===== src/hw/cpr_defines.svh =====
// constants of the coherence probe responder: command codes, timing, beats
// assumes inclusion by bare name from any design file that needs them
`ifndef CPR_DEFINES_SVH
`define CPR_DEFINES_SVH

// system command codes on the four command lines
`define CPR_CMD_NOP 4'h0
`define CPR_CMD_INVAL 4'h2
`define CPR_CMD_SET_SHARED 4'h3
`define CPR_CMD_READ_DIRTY 4'h5
`define CPR_CMD_READ_DIRTY_INV 4'h7

// earliest response times, in processor cycles
`define CPR_NOACK_CPU_CYC 8
`define CPR_ACK_SC_CPU_CYC 12
`define CPR_BC_CPU_CYC 10

// one line is four sixteen-byte beats
`define CPR_BEATS 4
`define CPR_BEAT_W 128
// the board tag is written during the second beat
`define CPR_TAG_BEAT 2'h1

// response field positions
`define CPR_RES_PRESENT_BIT 2

// reset values of driven outputs
`define CPR_RES_RST 3'h0

`endif


===== src/hw/cpr_pkg.sv =====
// types shared by the coherence probe responder modules
// assumes nothing beyond a SystemVerilog compiler
package cpr_pkg;

  // sequencer states
  typedef enum logic [2:0] {
    CPR_IDLE = 3'b000,
    CPR_PROBE = 3'b001,
    CPR_WAIT = 3'b010,
    CPR_SC_DATA = 3'b011,
    CPR_BC_DATA = 3'b100
  } cpr_state_t;

  // board cache tag states written back
  typedef enum logic [1:0] {
    CPR_TAG_INVALID = 2'b00,
    CPR_TAG_SHARED = 2'b01,
    CPR_TAG_SHARED_DIRTY = 2'b10
  } cpr_tag_t;

  // second-level cache state updates
  typedef enum logic [1:0] {
    CPR_SC_NONE = 2'b00,
    CPR_SC_INVAL = 2'b01,
    CPR_SC_SHARE = 2'b10
  } cpr_sc_op_t;

endpackage


===== src/hw/cpr_stream_if.sv =====
// valid/ready word carrier between the responder and its two-entry buffers
// assumes both ends share one clock
interface cpr_stream_if #(parameter int W = 8);
  logic valid;
  logic ready;
  logic [W-1:0] data;
  modport src (output valid, output data, input ready);
  modport snk (input valid, input data, output ready);
endinterface


===== src/hw/coherence_probe_responder.sv =====
// coherence probe responder: takes system coherence commands, probes caches, answers
// assumes system commands and dack are synchronous to clk and the cache ports answer as described
module coherence_probe_responder #(
  parameter int ADDR_W = 36,
  parameter int CPU_RATIO = 2,
  parameter logic [1:0] RES_NOACK = 2'h0,
  parameter logic [1:0] RES_ACK_SC = 2'h1,
  parameter logic [1:0] RES_ACK_BC = 2'h2
) (
  input wire logic clk,
  input wire logic rst_b,
  input wire logic [3:0] sys_cmd,
  input wire logic [ADDR_W-1:0] sys_addr,
  input wire logic dev_owns_cmd_bus,
  input wire logic dack,
  input wire logic bcache_present,
  input wire logic sc_hit,
  input wire logic sc_dirty,
  input wire logic lock_hit,
  input wire logic [127:0] sc_rd_data,
  output logic [3:0] dev_cmd_out,
  output logic dev_cmd_oe_b,
  output logic cmd_overflow,
  output logic sc_probe,
  output logic [ADDR_W-1:0] probe_addr,
  output logic [1:0] sc_rd_beat,
  output logic [1:0] sc_upd_op,
  output logic res_valid,
  output logic [2:0] addr_res,
  output logic data_valid,
  output logic [127:0] data_out,
  output logic bc_rd_en,
  output logic bc_data_wr,
  output logic [ADDR_W+1:0] bc_index,
  output logic bc_tag_wr,
  output logic [1:0] bc_tag_state
);
`include "cpr_defines.svh"

  // processor cycles to whole system cycles, never under one
  // rounding up keeps each answer no earlier than the processor could give it
  function automatic logic [4:0] cpu_to_sys(input int cpu_cyc);
    int n;
    n = (cpu_cyc + CPU_RATIO - 1) / CPU_RATIO;
    if (n < 1) n = 1;
    return n[4:0];
  endfunction

  // answer delays in system cycles, fixed at elaboration
  localparam logic [4:0] NOACK_CYC = cpu_to_sys(`CPR_NOACK_CPU_CYC);
  localparam logic [4:0] ACK_SC_CYC = cpu_to_sys(`CPR_ACK_SC_CPU_CYC);
  localparam logic [4:0] BC_CYC = cpu_to_sys(`CPR_BC_CPU_CYC);
  localparam logic [1:0] LAST_BEAT = 2'(`CPR_BEATS - 1);

  // parameter values the logic cannot serve stop elaboration
  // the ratio bound keeps every delay inside the five-bit counter
  if (CPU_RATIO < 1 || CPU_RATIO > 8) $error("processor clock ratio out of range");
  if (RES_NOACK == RES_ACK_SC || RES_NOACK == RES_ACK_BC || RES_ACK_SC == RES_ACK_BC)
    $error("acknowledge codes must differ");
  if (ADDR_W < 4) $error("address too narrow");

  cpr_stream_if #(.W(4 + ADDR_W)) cmd_in_s ();
  cpr_stream_if #(.W(4 + ADDR_W)) cmd_q_s ();
  cpr_stream_if #(.W(`CPR_BEAT_W)) beat_in_s ();
  cpr_stream_if #(.W(`CPR_BEAT_W)) beat_out_s ();

  // sequencer state and the command being served
  cpr_pkg::cpr_state_t state_ff;
  cpr_pkg::cpr_state_t nxt_state;
  logic [3:0] cur_cmd_ff;
  logic [ADDR_W-1:0] cur_addr_ff;
  // probe outcome, latched for the whole command
  logic hit_ff;
  logic dirty_ff;
  logic present_ff;
  logic [1:0] code_ff;
  logic [4:0] target_ff;
  logic [4:0] cnt_ff;
  // beat counters: pushed into the buffer and taken by the system
  logic [1:0] push_beat_ff;
  logic [1:0] sent_beat_ff;
  logic overflow_ff;
  logic probe_ff;
  logic [1:0] sc_op_ff;
  logic res_valid_ff;
  logic [2:0] res_ff;
  logic bc_rd_ff;
  logic bc_dwr_ff;
  logic [1:0] bc_beat_ff;
  logic bc_tag_wr_ff;
  logic [1:0] bc_tag_ff;
  // decodes of the command being served
  logic is_read;
  logic is_rdi;
  logic answer_now;
  logic dack_beat;

  // two-entry command queue; a command is only taken while the system owns the bus
  cpr_buf2 #(.W(4 + ADDR_W)) u_cmd_q (.clk(clk), .rst_b(rst_b), .up(cmd_in_s), .dn(cmd_q_s));
  assign cmd_in_s.valid = !dev_owns_cmd_bus && (sys_cmd != `CPR_CMD_NOP);
  assign cmd_in_s.data = {sys_cmd, sys_addr};
  assign cmd_q_s.ready = (state_ff == cpr_pkg::CPR_IDLE);

  // outgoing beats pass a two-entry buffer so a slow dack loses nothing
  // dack both takes the standing beat and frees a buffer entry
  cpr_buf2 #(.W(`CPR_BEAT_W)) u_beat_q (.clk(clk), .rst_b(rst_b), .up(beat_in_s), .dn(beat_out_s));
  assign beat_out_s.ready = dack;
  assign data_valid = beat_out_s.valid;
  assign data_out = beat_out_s.data;

  assign is_read = (cur_cmd_ff == `CPR_CMD_READ_DIRTY) || (cur_cmd_ff == `CPR_CMD_READ_DIRTY_INV);
  assign is_rdi = (cur_cmd_ff == `CPR_CMD_READ_DIRTY_INV);
  assign answer_now = (state_ff == cpr_pkg::CPR_WAIT) && (cnt_ff >= target_ff);
  assign dack_beat = beat_out_s.valid && dack;

  // first beat is pushed with the answer so it appears on the answer edge
  always_comb begin
    beat_in_s.valid = 1'b0;
    if (answer_now && is_read && hit_ff && dirty_ff) beat_in_s.valid = 1'b1;
    if (state_ff == cpr_pkg::CPR_SC_DATA && push_beat_ff != 2'h0) beat_in_s.valid = 1'b1;
  end
  assign beat_in_s.data = sc_rd_data;

  // the device never issues its own commands here, so it drives idle while owning
  // the enable lags ownership by one cycle, which the system must allow for
  always_ff @(posedge clk or negedge rst_b) begin
    if (!rst_b) begin
      dev_cmd_out <= `CPR_CMD_NOP;
      dev_cmd_oe_b <= 1'b1;
    end else begin
      dev_cmd_out <= `CPR_CMD_NOP;
      dev_cmd_oe_b <= !dev_owns_cmd_bus;
    end
  end

  // sticky flag for a command offered while both queue entries are taken
  // the command itself is lost; the flag only exposes a system that paces badly
  always_ff @(posedge clk or negedge rst_b) begin
    if (!rst_b) overflow_ff <= 1'b0;
    else if (cmd_in_s.valid && !cmd_in_s.ready) overflow_ff <= 1'b1;
  end
  assign cmd_overflow = overflow_ff;

  // next state
  always_comb begin
    nxt_state = state_ff;
    unique case (state_ff)
      cpr_pkg::CPR_IDLE: if (cmd_q_s.valid) nxt_state = cpr_pkg::CPR_PROBE;
      cpr_pkg::CPR_PROBE: nxt_state = cpr_pkg::CPR_WAIT;
      cpr_pkg::CPR_WAIT: begin
        if (answer_now) begin
          if (is_read && hit_ff && dirty_ff) nxt_state = cpr_pkg::CPR_SC_DATA;
          else if (is_read && !hit_ff && bcache_present) nxt_state = cpr_pkg::CPR_BC_DATA;
          // invalidate, set shared and reads with nothing to send end with their answer
          else nxt_state = cpr_pkg::CPR_IDLE;
        end
      end
      cpr_pkg::CPR_SC_DATA:
        if (dack_beat && sent_beat_ff == LAST_BEAT) nxt_state = cpr_pkg::CPR_IDLE;
      cpr_pkg::CPR_BC_DATA:
        if (dack && bc_beat_ff == LAST_BEAT) nxt_state = cpr_pkg::CPR_IDLE;
      default: nxt_state = cpr_pkg::CPR_IDLE;
    endcase
  end

  // state register
  always_ff @(posedge clk or negedge rst_b) begin
    if (!rst_b) state_ff <= cpr_pkg::CPR_IDLE;
    else state_ff <= nxt_state;
  end

  // take the queued command and start the second-level probe
  // the probe address stays put until the next command is taken
  always_ff @(posedge clk or negedge rst_b) begin
    if (!rst_b) begin
      cur_cmd_ff <= `CPR_CMD_NOP;
      cur_addr_ff <= '0;
      probe_ff <= 1'b0;
    end else begin
      probe_ff <= 1'b0;
      if (state_ff == cpr_pkg::CPR_IDLE && cmd_q_s.valid) begin
        cur_cmd_ff <= cmd_q_s.data[ADDR_W +: 4];
        cur_addr_ff <= cmd_q_s.data[ADDR_W-1:0];
        probe_ff <= 1'b1;
      end
    end
  end
  assign sc_probe = probe_ff;
  assign probe_addr = cur_addr_ff;

  // probe results are sampled at the end of the probe pulse cycle; pick code and delay
  always_ff @(posedge clk or negedge rst_b) begin
    if (!rst_b) begin
      hit_ff <= 1'b0;
      dirty_ff <= 1'b0;
      present_ff <= 1'b0;
      code_ff <= RES_NOACK;
      target_ff <= NOACK_CYC;
    end else if (state_ff == cpr_pkg::CPR_PROBE) begin
      hit_ff <= sc_hit;
      dirty_ff <= sc_dirty;
      present_ff <= sc_hit || lock_hit;
      target_ff <= bcache_present ? BC_CYC : NOACK_CYC;
      if (cur_cmd_ff == `CPR_CMD_INVAL || cur_cmd_ff == `CPR_CMD_SET_SHARED) begin
        if (!bcache_present && sc_hit) begin
          code_ff <= RES_ACK_SC;
          target_ff <= ACK_SC_CYC;
        end else if (bcache_present) begin
          code_ff <= (sc_hit && cur_cmd_ff == `CPR_CMD_SET_SHARED) ? RES_ACK_SC : RES_ACK_BC;
        end else begin
          code_ff <= RES_NOACK;
        end
      end else if (sc_hit && sc_dirty) begin
        code_ff <= RES_ACK_SC;
        if (!bcache_present) target_ff <= ACK_SC_CYC;
      end else if (!sc_hit && bcache_present) begin
        code_ff <= RES_ACK_BC;
      end else begin
        code_ff <= RES_NOACK;
      end
    end
  end

  // response delay counted from the cycle the command left the queue
  // counting from the pop keeps the delay the same whether the queue was full or not
  always_ff @(posedge clk or negedge rst_b) begin
    if (!rst_b) cnt_ff <= 5'h0;
    else if (state_ff == cpr_pkg::CPR_IDLE) cnt_ff <= 5'h1;
    else if (state_ff == cpr_pkg::CPR_PROBE || state_ff == cpr_pkg::CPR_WAIT) cnt_ff <= cnt_ff + 5'h1;
  end

  // response pulse; the code itself holds until the next answer
  // the presence bit needs no strobe of its own, it travels in the held code
  always_ff @(posedge clk or negedge rst_b) begin
    if (!rst_b) begin
      res_valid_ff <= 1'b0;
      res_ff <= `CPR_RES_RST;
    end else begin
      res_valid_ff <= answer_now;
      if (answer_now) res_ff <= {present_ff, code_ff};
    end
  end
  assign res_valid = res_valid_ff;
  assign addr_res = res_ff;

  // second-level read beat index: one beat ahead of what has been pushed
  // it wraps to zero after the last push, which also stops further pushes
  always_ff @(posedge clk or negedge rst_b) begin
    if (!rst_b) push_beat_ff <= 2'h0;
    else if (state_ff == cpr_pkg::CPR_IDLE) push_beat_ff <= 2'h0;
    else if (beat_in_s.valid && beat_in_s.ready) push_beat_ff <= push_beat_ff + 2'h1;
  end
  assign sc_rd_beat = push_beat_ff;

  // beats taken by the system, counted on each data acknowledge
  always_ff @(posedge clk or negedge rst_b) begin
    if (!rst_b) sent_beat_ff <= 2'h0;
    else if (state_ff == cpr_pkg::CPR_IDLE) sent_beat_ff <= 2'h0;
    else if (state_ff == cpr_pkg::CPR_SC_DATA && dack_beat) sent_beat_ff <= sent_beat_ff + 2'h1;
  end

  // second-level state update issued with the answer
  // a clean hit on a read needs no update, the line stays as it is
  always_ff @(posedge clk or negedge rst_b) begin
    if (!rst_b) sc_op_ff <= cpr_pkg::CPR_SC_NONE;
    else begin
      sc_op_ff <= cpr_pkg::CPR_SC_NONE;
      if (answer_now && hit_ff) begin
        if (cur_cmd_ff == `CPR_CMD_INVAL) sc_op_ff <= cpr_pkg::CPR_SC_INVAL;
        else if (cur_cmd_ff == `CPR_CMD_SET_SHARED) sc_op_ff <= cpr_pkg::CPR_SC_SHARE;
        else if (is_read && dirty_ff) sc_op_ff <= is_rdi ? cpr_pkg::CPR_SC_INVAL : cpr_pkg::CPR_SC_SHARE;
      end
    end
  end
  assign sc_upd_op = sc_op_ff;

  // board cache read: indexed at the answer, advanced by each dack
  // a second-level read steps the same index so each board data copy lands per beat
  always_ff @(posedge clk or negedge rst_b) begin
    if (!rst_b) begin
      bc_rd_ff <= 1'b0;
      bc_beat_ff <= 2'h0;
    end else if (answer_now && is_read && !hit_ff && bcache_present) begin
      bc_rd_ff <= 1'b1;
      bc_beat_ff <= 2'h0;
    end else if (state_ff == cpr_pkg::CPR_BC_DATA && dack) begin
      bc_beat_ff <= bc_beat_ff + 2'h1;
      if (bc_beat_ff == LAST_BEAT) bc_rd_ff <= 1'b0;
    end else if (state_ff == cpr_pkg::CPR_SC_DATA && dack_beat) begin
      bc_beat_ff <= bc_beat_ff + 2'h1;
    end else if (state_ff == cpr_pkg::CPR_IDLE) begin
      bc_beat_ff <= 2'h0;
    end
  end
  assign bc_rd_en = bc_rd_ff;
  assign bc_index = {cur_addr_ff, bc_beat_ff};

  // board data copy of each second-level beat as the system takes it
  always_ff @(posedge clk or negedge rst_b) begin
    if (!rst_b) bc_dwr_ff <= 1'b0;
    else bc_dwr_ff <= bcache_present && state_ff == cpr_pkg::CPR_SC_DATA && dack_beat;
  end
  assign bc_data_wr = bc_dwr_ff;

  // board tag writes: immediate for invalidate and set shared, second beat for reads
  always_ff @(posedge clk or negedge rst_b) begin
    if (!rst_b) begin
      bc_tag_wr_ff <= 1'b0;
      bc_tag_ff <= cpr_pkg::CPR_TAG_INVALID;
    end else begin
      bc_tag_wr_ff <= 1'b0;
      if (answer_now && bcache_present && cur_cmd_ff == `CPR_CMD_INVAL) begin
        bc_tag_wr_ff <= 1'b1;
        bc_tag_ff <= cpr_pkg::CPR_TAG_INVALID;
      end else if (answer_now && bcache_present && cur_cmd_ff == `CPR_CMD_SET_SHARED) begin
        bc_tag_wr_ff <= 1'b1;
        bc_tag_ff <= cpr_pkg::CPR_TAG_SHARED;
      end else if (bcache_present && is_read && bc_beat_ff == `CPR_TAG_BEAT - 2'h1 &&
                   ((state_ff == cpr_pkg::CPR_BC_DATA && dack) ||
                    (state_ff == cpr_pkg::CPR_SC_DATA && dack_beat))) begin
        // the pulse lands on the edge that steps the index to the second beat; keyed to
        // that step alone, so a tag that already holds the new state is written again
        bc_tag_wr_ff <= 1'b1;
        bc_tag_ff <= is_rdi ? cpr_pkg::CPR_TAG_INVALID : cpr_pkg::CPR_TAG_SHARED_DIRTY;
      end
    end
  end
  assign bc_tag_wr = bc_tag_wr_ff;
  assign bc_tag_state = bc_tag_ff;
endmodule


===== src/hw/cpr_buf2.sv =====
// two-entry buffer: an output word register plus one skid word
// assumes the drain side may hold ready low for any number of cycles
module cpr_buf2 #(
  parameter int W = 8
) (
  input wire logic clk,
  input wire logic rst_b,
  cpr_stream_if.snk up,
  cpr_stream_if.src dn
);
  logic out_v_ff;
  logic skid_v_ff;
  logic [W-1:0] out_d_ff;
  logic [W-1:0] skid_d_ff;
  logic push;
  logic pop;

  // a zero-width buffer has nothing to hold
  if (W < 1) $error("buffer width must be positive");

  // ready depends only on the skid flop, so the source never sees a loop
  assign up.ready = !skid_v_ff;
  assign dn.valid = out_v_ff;
  assign dn.data = out_d_ff;
  assign push = up.valid && !skid_v_ff;
  assign pop = out_v_ff && dn.ready;

  // output register refills from the skid word first to keep order
  always_ff @(posedge clk or negedge rst_b) begin
    if (!rst_b) begin
      out_v_ff <= 1'b0;
      out_d_ff <= '0;
    end else if (!out_v_ff || pop) begin
      if (skid_v_ff) begin
        out_v_ff <= 1'b1;
        out_d_ff <= skid_d_ff;
      end else begin
        out_v_ff <= push;
        if (push) out_d_ff <= up.data;
      end
    end
  end

  // skid word catches a push while the output register is stalled
  always_ff @(posedge clk or negedge rst_b) begin
    if (!rst_b) begin
      skid_v_ff <= 1'b0;
      skid_d_ff <= '0;
    end else if (skid_v_ff) begin
      if (!out_v_ff || pop) skid_v_ff <= 1'b0;
    end else if (push && out_v_ff && !pop) begin
      skid_v_ff <= 1'b1;
      skid_d_ff <= up.data;
    end
  end
endmodule


===== config.mk =====
export PLATFORM = sky130hd
export DESIGN_NAME = coherence_probe_responder
export DESIGN_NICKNAME = d
export VERILOG_FILES = /design/src/hw/cpr_pkg.sv /design/src/hw/cpr_stream_if.sv /design/src/hw/coherence_probe_responder.sv /design/src/hw/cpr_buf2.sv
export VERILOG_INCLUDE_DIRS = /design/src /design/src/hw
export SDC_FILE = /design/constraint.sdc
export NUM_CORES = 1
export LEC_CHECK = 0
export BUFFER_PORTS_ARGS = -buffer_cell sky130_fd_sc_hd__buf_2
export CORE_UTILIZATION = 37
export CTS_CLUSTER_DIAMETER = 150
export DETAILED_ROUTE_END_ITERATION = 10
export PLACE_DENSITY = 0.58
export SLEW_MARGIN = 20
export SYNTH_ARGS = -nofsm -noshare
export SYNTH_HDL_FRONTEND = slang
export SYNTH_SLANG_ARGS = --single-unit

===== constraint.sdc =====
create_clock -name clk -period 4 [get_ports clk]
set_input_delay 1.2 -clock clk [delete_from_list [all_inputs] [get_ports clk]]
set_output_delay 1.2 -clock clk [all_outputs]
set_load 0.02 [all_outputs]

* Word-level counts from Yosys, hierarchy flattened
Index checks and enable logic that the tools add are counted.
** Word-level totals
- ROM bits :: 0
- Memory bits (writable) :: 0
- Memories kept :: 0
- Flip-flop bits (word level) :: 418
- Logic and storage cells :: 184
- Output and inout port bits :: 223
- Input bits :: 176
- Bits in latches :: 0
** Cells by class
- Eq/ne operators :: 14
- Magnitude comparators :: 1
- Multipliers :: 0
- Add/sub/neg operators :: 4
- Shifts and indexed selects :: 0
- Mux-type cells :: 58
- Div/mod/pow operators :: 0
- Bitwise gates (word level) :: 2
- Reduce and logical (&&, ||, !) cells :: 75
** Operators with widths (number)
- 2-to-1 mux 128 bit :: 2
- 2-to-1 mux 40 bit :: 2
- 2-to-1 mux 2 bit :: 26
- logical AND 1 bit :: 39
- 2-to-1 mux 1 bit :: 18
- 2-to-1 mux 3 bit :: 6
- nonzero test 2 bit :: 8
- 2-to-1 mux 5 bit :: 3
- one-hot mux 3 bit (5 select lines) :: 1
- logical NOT 1 bit :: 10
- AND reduction 2 bit :: 5
- == test 4 x 2 -> 1 bit (second input constant) :: 2
- == test 4 x 3 -> 1 bit (second input constant) :: 2
- != test 2 bit (second input constant) :: 4
- nonzero test 4 bit :: 2
- logical OR 1 bit :: 7
- adder 2 x 1 -> 2 bit (second input constant) :: 3
- == test 3 x 2 -> 1 bit (second input constant) :: 2
- adder 5 x 1 -> 5 bit (second input constant) :: 1
- greater-or-equal comparator 5 bit :: 1
- == test 2 bit (second input constant) :: 2
- AND reduction 4 bit :: 1
- == test 3 x 1 -> 1 bit (second input constant) :: 1
- == test 3 bit (second input constant) :: 1
- other kinds (4) :: 5

* Depth between registers and ports, before layout
- Depth after elaboration :: 12
- Depth in mapped cells :: 9

* Modules after synthesis
Synthesis repeated with hierarchy kept, for this count alone.
** Unflattened totals
- Cell total of the unflattened synthesis :: 1237
- Area total of the unflattened synthesis :: 18360.1 sq um
** Modules (own cells, without submodules)
- cpr_buf2 (u_beat_q) :: times used 1, area each 11148.2 sq um, cells an instance 691
- coherence_probe_responder :: times used 1, area each 3671.0 sq um, cells an instance 324
- cpr_buf2 (u_cmd_q) :: times used 1, area each 3540.9 sq um, cells an instance 222

* Worst setup path after synthesis
OpenSTA, ideal clock, no wires.
- Kind :: input -> register
- Start :: input dack
- End :: register u_beat_q.skid_d_ff[0]
- Data arrival time :: 2.611 ns
- Path buffers :: 4
- Library setup time :: 0.125 ns
- Setup slack :: 1.264 ns
- Stages :: 7
- Cells stage by stage :: buf_2 > nand2b_1 > clkbuf_1 > or3_4 > buf_6 > buf_6 > mux2_4
** Between the ends
- Longest elaborated chain between the ends :: 4
** Ends and longest elaborated chain
- start, declared :: line coherence_probe_responder.sv:15 : input wire logic dack,
- logical AND 1 bit :: line cpr_buf2.sv:26 : assign pop = out_v_ff && dn.ready;
- logical NOT 1 bit :: line cpr_buf2.sv:51 : end else if (push && out_v_ff && !pop) begin
- logical AND 1 bit :: line cpr_buf2.sv:51
- AND reduction 2 bit (no source line)
- end signal, assigned :: line cpr_buf2.sv:53 : skid_d_ff <= up.data;
- end, declared :: line cpr_buf2.sv:14 : logic [W-1:0] skid_d_ff;
Every way passes these cells.
A chain may end at the register's enable or synchronous reset.

* Worst setup path in the final report
- Start :: register cnt_ff[0]
- End :: register u_beat_q.skid_d_ff[4]
** Between the ends
- Longest elaborated chain between the ends :: 11
** Ends and longest elaborated chain
- start, declared :: line coherence_probe_responder.sv:78 : logic [4:0] cnt_ff;
- start signal, assigned :: line coherence_probe_responder.sv:229 : else if (state_ff == cpr_pkg::CPR_PROBE || state_ff == cpr_pkg::CPR_WAIT) cnt_ff <= cnt_ff + 5'h1;
- greater-or-equal comparator 5 bit :: line coherence_probe_responder.sv:113 : assign answer_now = (state_ff == cpr_pkg::CPR_WAIT) && (cnt_ff >= target_ff);
- logical AND 1 bit :: line coherence_probe_responder.sv:113
- logical AND 1 bit (3 in a row) :: line coherence_probe_responder.sv:119 : if (answer_now && is_read && hit_ff && dirty_ff) beat_in_s.valid = 1'b1;
- 2-to-1 mux 1 bit :: line coherence_probe_responder.sv:119
- 2-to-1 mux 1 bit :: line coherence_probe_responder.sv:120 : if (state_ff == cpr_pkg::CPR_SC_DATA && push_beat_ff != 2'h0) beat_in_s.valid = 1'b1;
- logical AND 1 bit :: line cpr_buf2.sv:25 : assign push = up.valid && !skid_v_ff;
- logical AND 1 bit (2 in a row) :: line cpr_buf2.sv:51
- AND reduction 2 bit (no source line)
Every way passes these cells.

==> impl_metrics.yaml <==
outcome:
  status: "finished, final reports clean"
global_route:
  antenna_found_initial: 14
  grt.total_usage: 0.181
  overflow: 0
  grt_start_max_net_pins: 193
  first_global_vias: 13600
  grt_pass1_wl_microns: 76900
setup_path:
  cp_slowest_stage_delay_ns: 0.88
  startpoint_type: "flop"
  cp.required_ns: 4.44
  critPathArrivalTime_ns: 3.65
  critical_path_buf_inv_count: 2
  cp_cell_sequence: "inv_1 -> ha_1 -> nor2b_1 -> o21ai_1 -> a2bb2oi_1 -> or3_4 -> buf_4 -> mux2_4"
  crit_type: "reg2reg"
  cp_top_family: "simple AND/OR/NAND/NOR gates"
  cpMaxStageDelayCell: "or3_4"
  crit_fanout: 46
  end_kind: "flop"
floorplan:
  die_w_microns: 230
  core_sq_mm: 0.0513
  fp.dieArea_sq_mm: 0.0529
  rows: 83
  die_h_microns: 230
  start_util: 0.375
  pin_count: 399
power:
  power_leakage_uw: 0.0106
  irDropWorstVdd_uv: 430
  power_density_mw_per_mm2: 578
synth:
  synth_top_cell_area_share: 0.539
  avgSynthCellArea_sq_um: 12.3
  yosysSeqAreaShare: 0.540
  synth_edf_count: 0
  synth-seq-cells: 415
  ys_async_sr_fraction: 1.00
  synth_warnings: 0
  ys.flop_type: "dfrtp_1"
  synth_common_cells: "dfrtp_1, mux2i_1, nand2b_1"
  syn_area_sq_mm: 0.0192
  yosys.area.top_type: "dfrtp_1"
  yosysMostFrequentCell: "dfrtp_1"
  synth.distinct_cells: 51
  ys_top_cells_by_area: "dfrtp_1, mux2_4, mux2i_1, mux2_2, nand2b_1"
  synthCells: 1558
layout:
  syn_to_final_growth_pct: 20.3
  fillers: 4791
  final_cells: 2606
  layout.nets: 2062
  drive_gt1_frac: 0.374
  postLayoutCoreUtil: 0.451
place:
  placedCellCount: 2511
  portBuffers: 394
  gp_congestion: 0.783
  place_hpwl_microns: 30800
cts:
  clock-sinks: 415
  insertion_delay_ns: 0.58
  post_cts_resized: 0
  cts_max_level: 2
  cts_root_buf: "clkbuf_16"
  clk_path_buf_depth: 3
  cts_setup_buffers: 0
  holdBufCountCts: 0
  numCtsBuffers: 46
  tritoncts: "done"
  clkTransAtPathRegs_ns: 0.06
sta:
  final.setup_skew_ns: 0.0153
  final_hold_viol_count: 0
  max_freq_ghz: 0.312
  worst_pin_slew_ns: 1.11
  holdWs_ns: 0.450
  period_minus_slack_ns: 3.20
  setup_viol: 0
  slew_viol_final: 0
  rsz0062_at_grt: "no"
  tns_ns: 0
  relSlewSlack: 0.262
  fin_crit_sh: 0.801
route:
  drt_iter0_drc: 667
  via_per_inst: 5.15
  route.detailed.drc: 0
  antenna_left: 0
  wire_per_inst_microns: 18.7
  vias: 13400
  wirelength_microns: 48700
  drtPass1Iterations: 7
hold_path:
  hp-class: "reg2reg"
run:
  maxCapViolations: 0
==> worst register-to-register path, cell delays in order, from the launching register on <==
cell       delay (ns)
dfrtp_1          0.39
inv_1            0.09
ha_1             0.23
nor2b_1          0.11
o21ai_1          0.18
a2bb2oi_1        0.30
or3_4            0.88
buf_4            0.54
mux2_4           0.35
==> cell families after synthesis <==
| kind of cell | after synthesis | synth area share |
|---|---|---|
| AO/OA/AOI/OAI | 331 | 0.0972 |
| XOR/XNOR | 4 | 0.00182 |
| adder cells (fa/ha/maj) | 7 | 0.00455 |
| buffers and inverters | 165 | 0.0486 |
| flip-flops | 415 | 0.540 |
| multiplexers | 383 | 0.236 |
| other | 1 | 0.000195 |
| AND/OR/NAND/NOR | 252 | 0.0713 |
==> report_power, final <==
part | total (uW) | switching [uW] | internal (uW)
clock network | 4200 | 1760 | 2440
logic | 3500 | 2000 | 1510
registers | 5660 | 592 | 5070
total | 13400 | 4350 | 9020
==> stage by stage <==
step | power [uW] | area (sq um) | setup slack, ns
finish | 13400 | 23100 | 0.796
global route | 14100 | 23100 | 0.611
CTS | 13600 | 23100 | 0.739
detailed placement | 9290 | 21600 | 0.542
global placement | 9190 | 21600 | 0.564
floorplan | 8230 | 19200 | 1.26
==> final cells by class <==
cell class	count	area (sq um)	area share
Sequential cell	415	10400	0.449
Multi-Input combinational cell	981	7980	0.345
Timing Repair Buffer	422	2330	0.101
Clock buffer	76	1420	0.0615
Tap cell	680	851	0.0368
Clock inverter	10	100	0.00432
Inverter	13	51.3	0.00222
Antenna cell	9	22.5	0.000973
==> worst paths after layout <==
kind | slack [ns] | end | from | cells past startpoint
max | 0.80 | u_beat_q.skid_d_ff[4] | cnt_ff[0] | 8
min | 0.45 | cmd_overflow | cmd_overflow | 1
max reg2reg | 0.80 | u_beat_q.skid_d_ff[4] | cnt_ff[0] | 8
min reg2reg | 0.45 | cmd_overflow | cmd_overflow | 1
max in group asynchronous | 2.36 | dev_cmd_oe_b | rst_b | 2
min in group asynchronous | 0.58 | u_beat_q.dn.data[59] | rst_b | 1
==> layout by cell type (no fill, tap or decap), types with 16 or more instances in the layout <==
cell type  count
o22ai_1      129
dfrtp_1      413
o21ai_0       50
buf_2        393
mux2_2        88
clkbuf_8      16
nor2_1        18
a21oi_1      132
buf_4         17
nand2_1       70
mux2_4       120
clkbuf_16     46
nand2b_1     132
mux2i_1      173
==> state kept, by name, indices dropped and copies added, names as in the netlist, 3 cells and up <==
register            count
addr_res                3
cnt_ff                  5
cur_cmd_ff              4
probe_addr             36
state_ff                3
u_beat_q.dn.data      128
u_beat_q.skid_d_ff    128
u_cmd_q.dn.data        40
u_cmd_q.skid_d_ff      40
==> layer usage <==
layer	GRT usage	part of all wire
met3	0.0438	0.060
met2	0.289	0.47
met1	0.239	0.44
met5	0	0.0014
met4	0.0671	0.028
(Power assumes the default switching activity.)
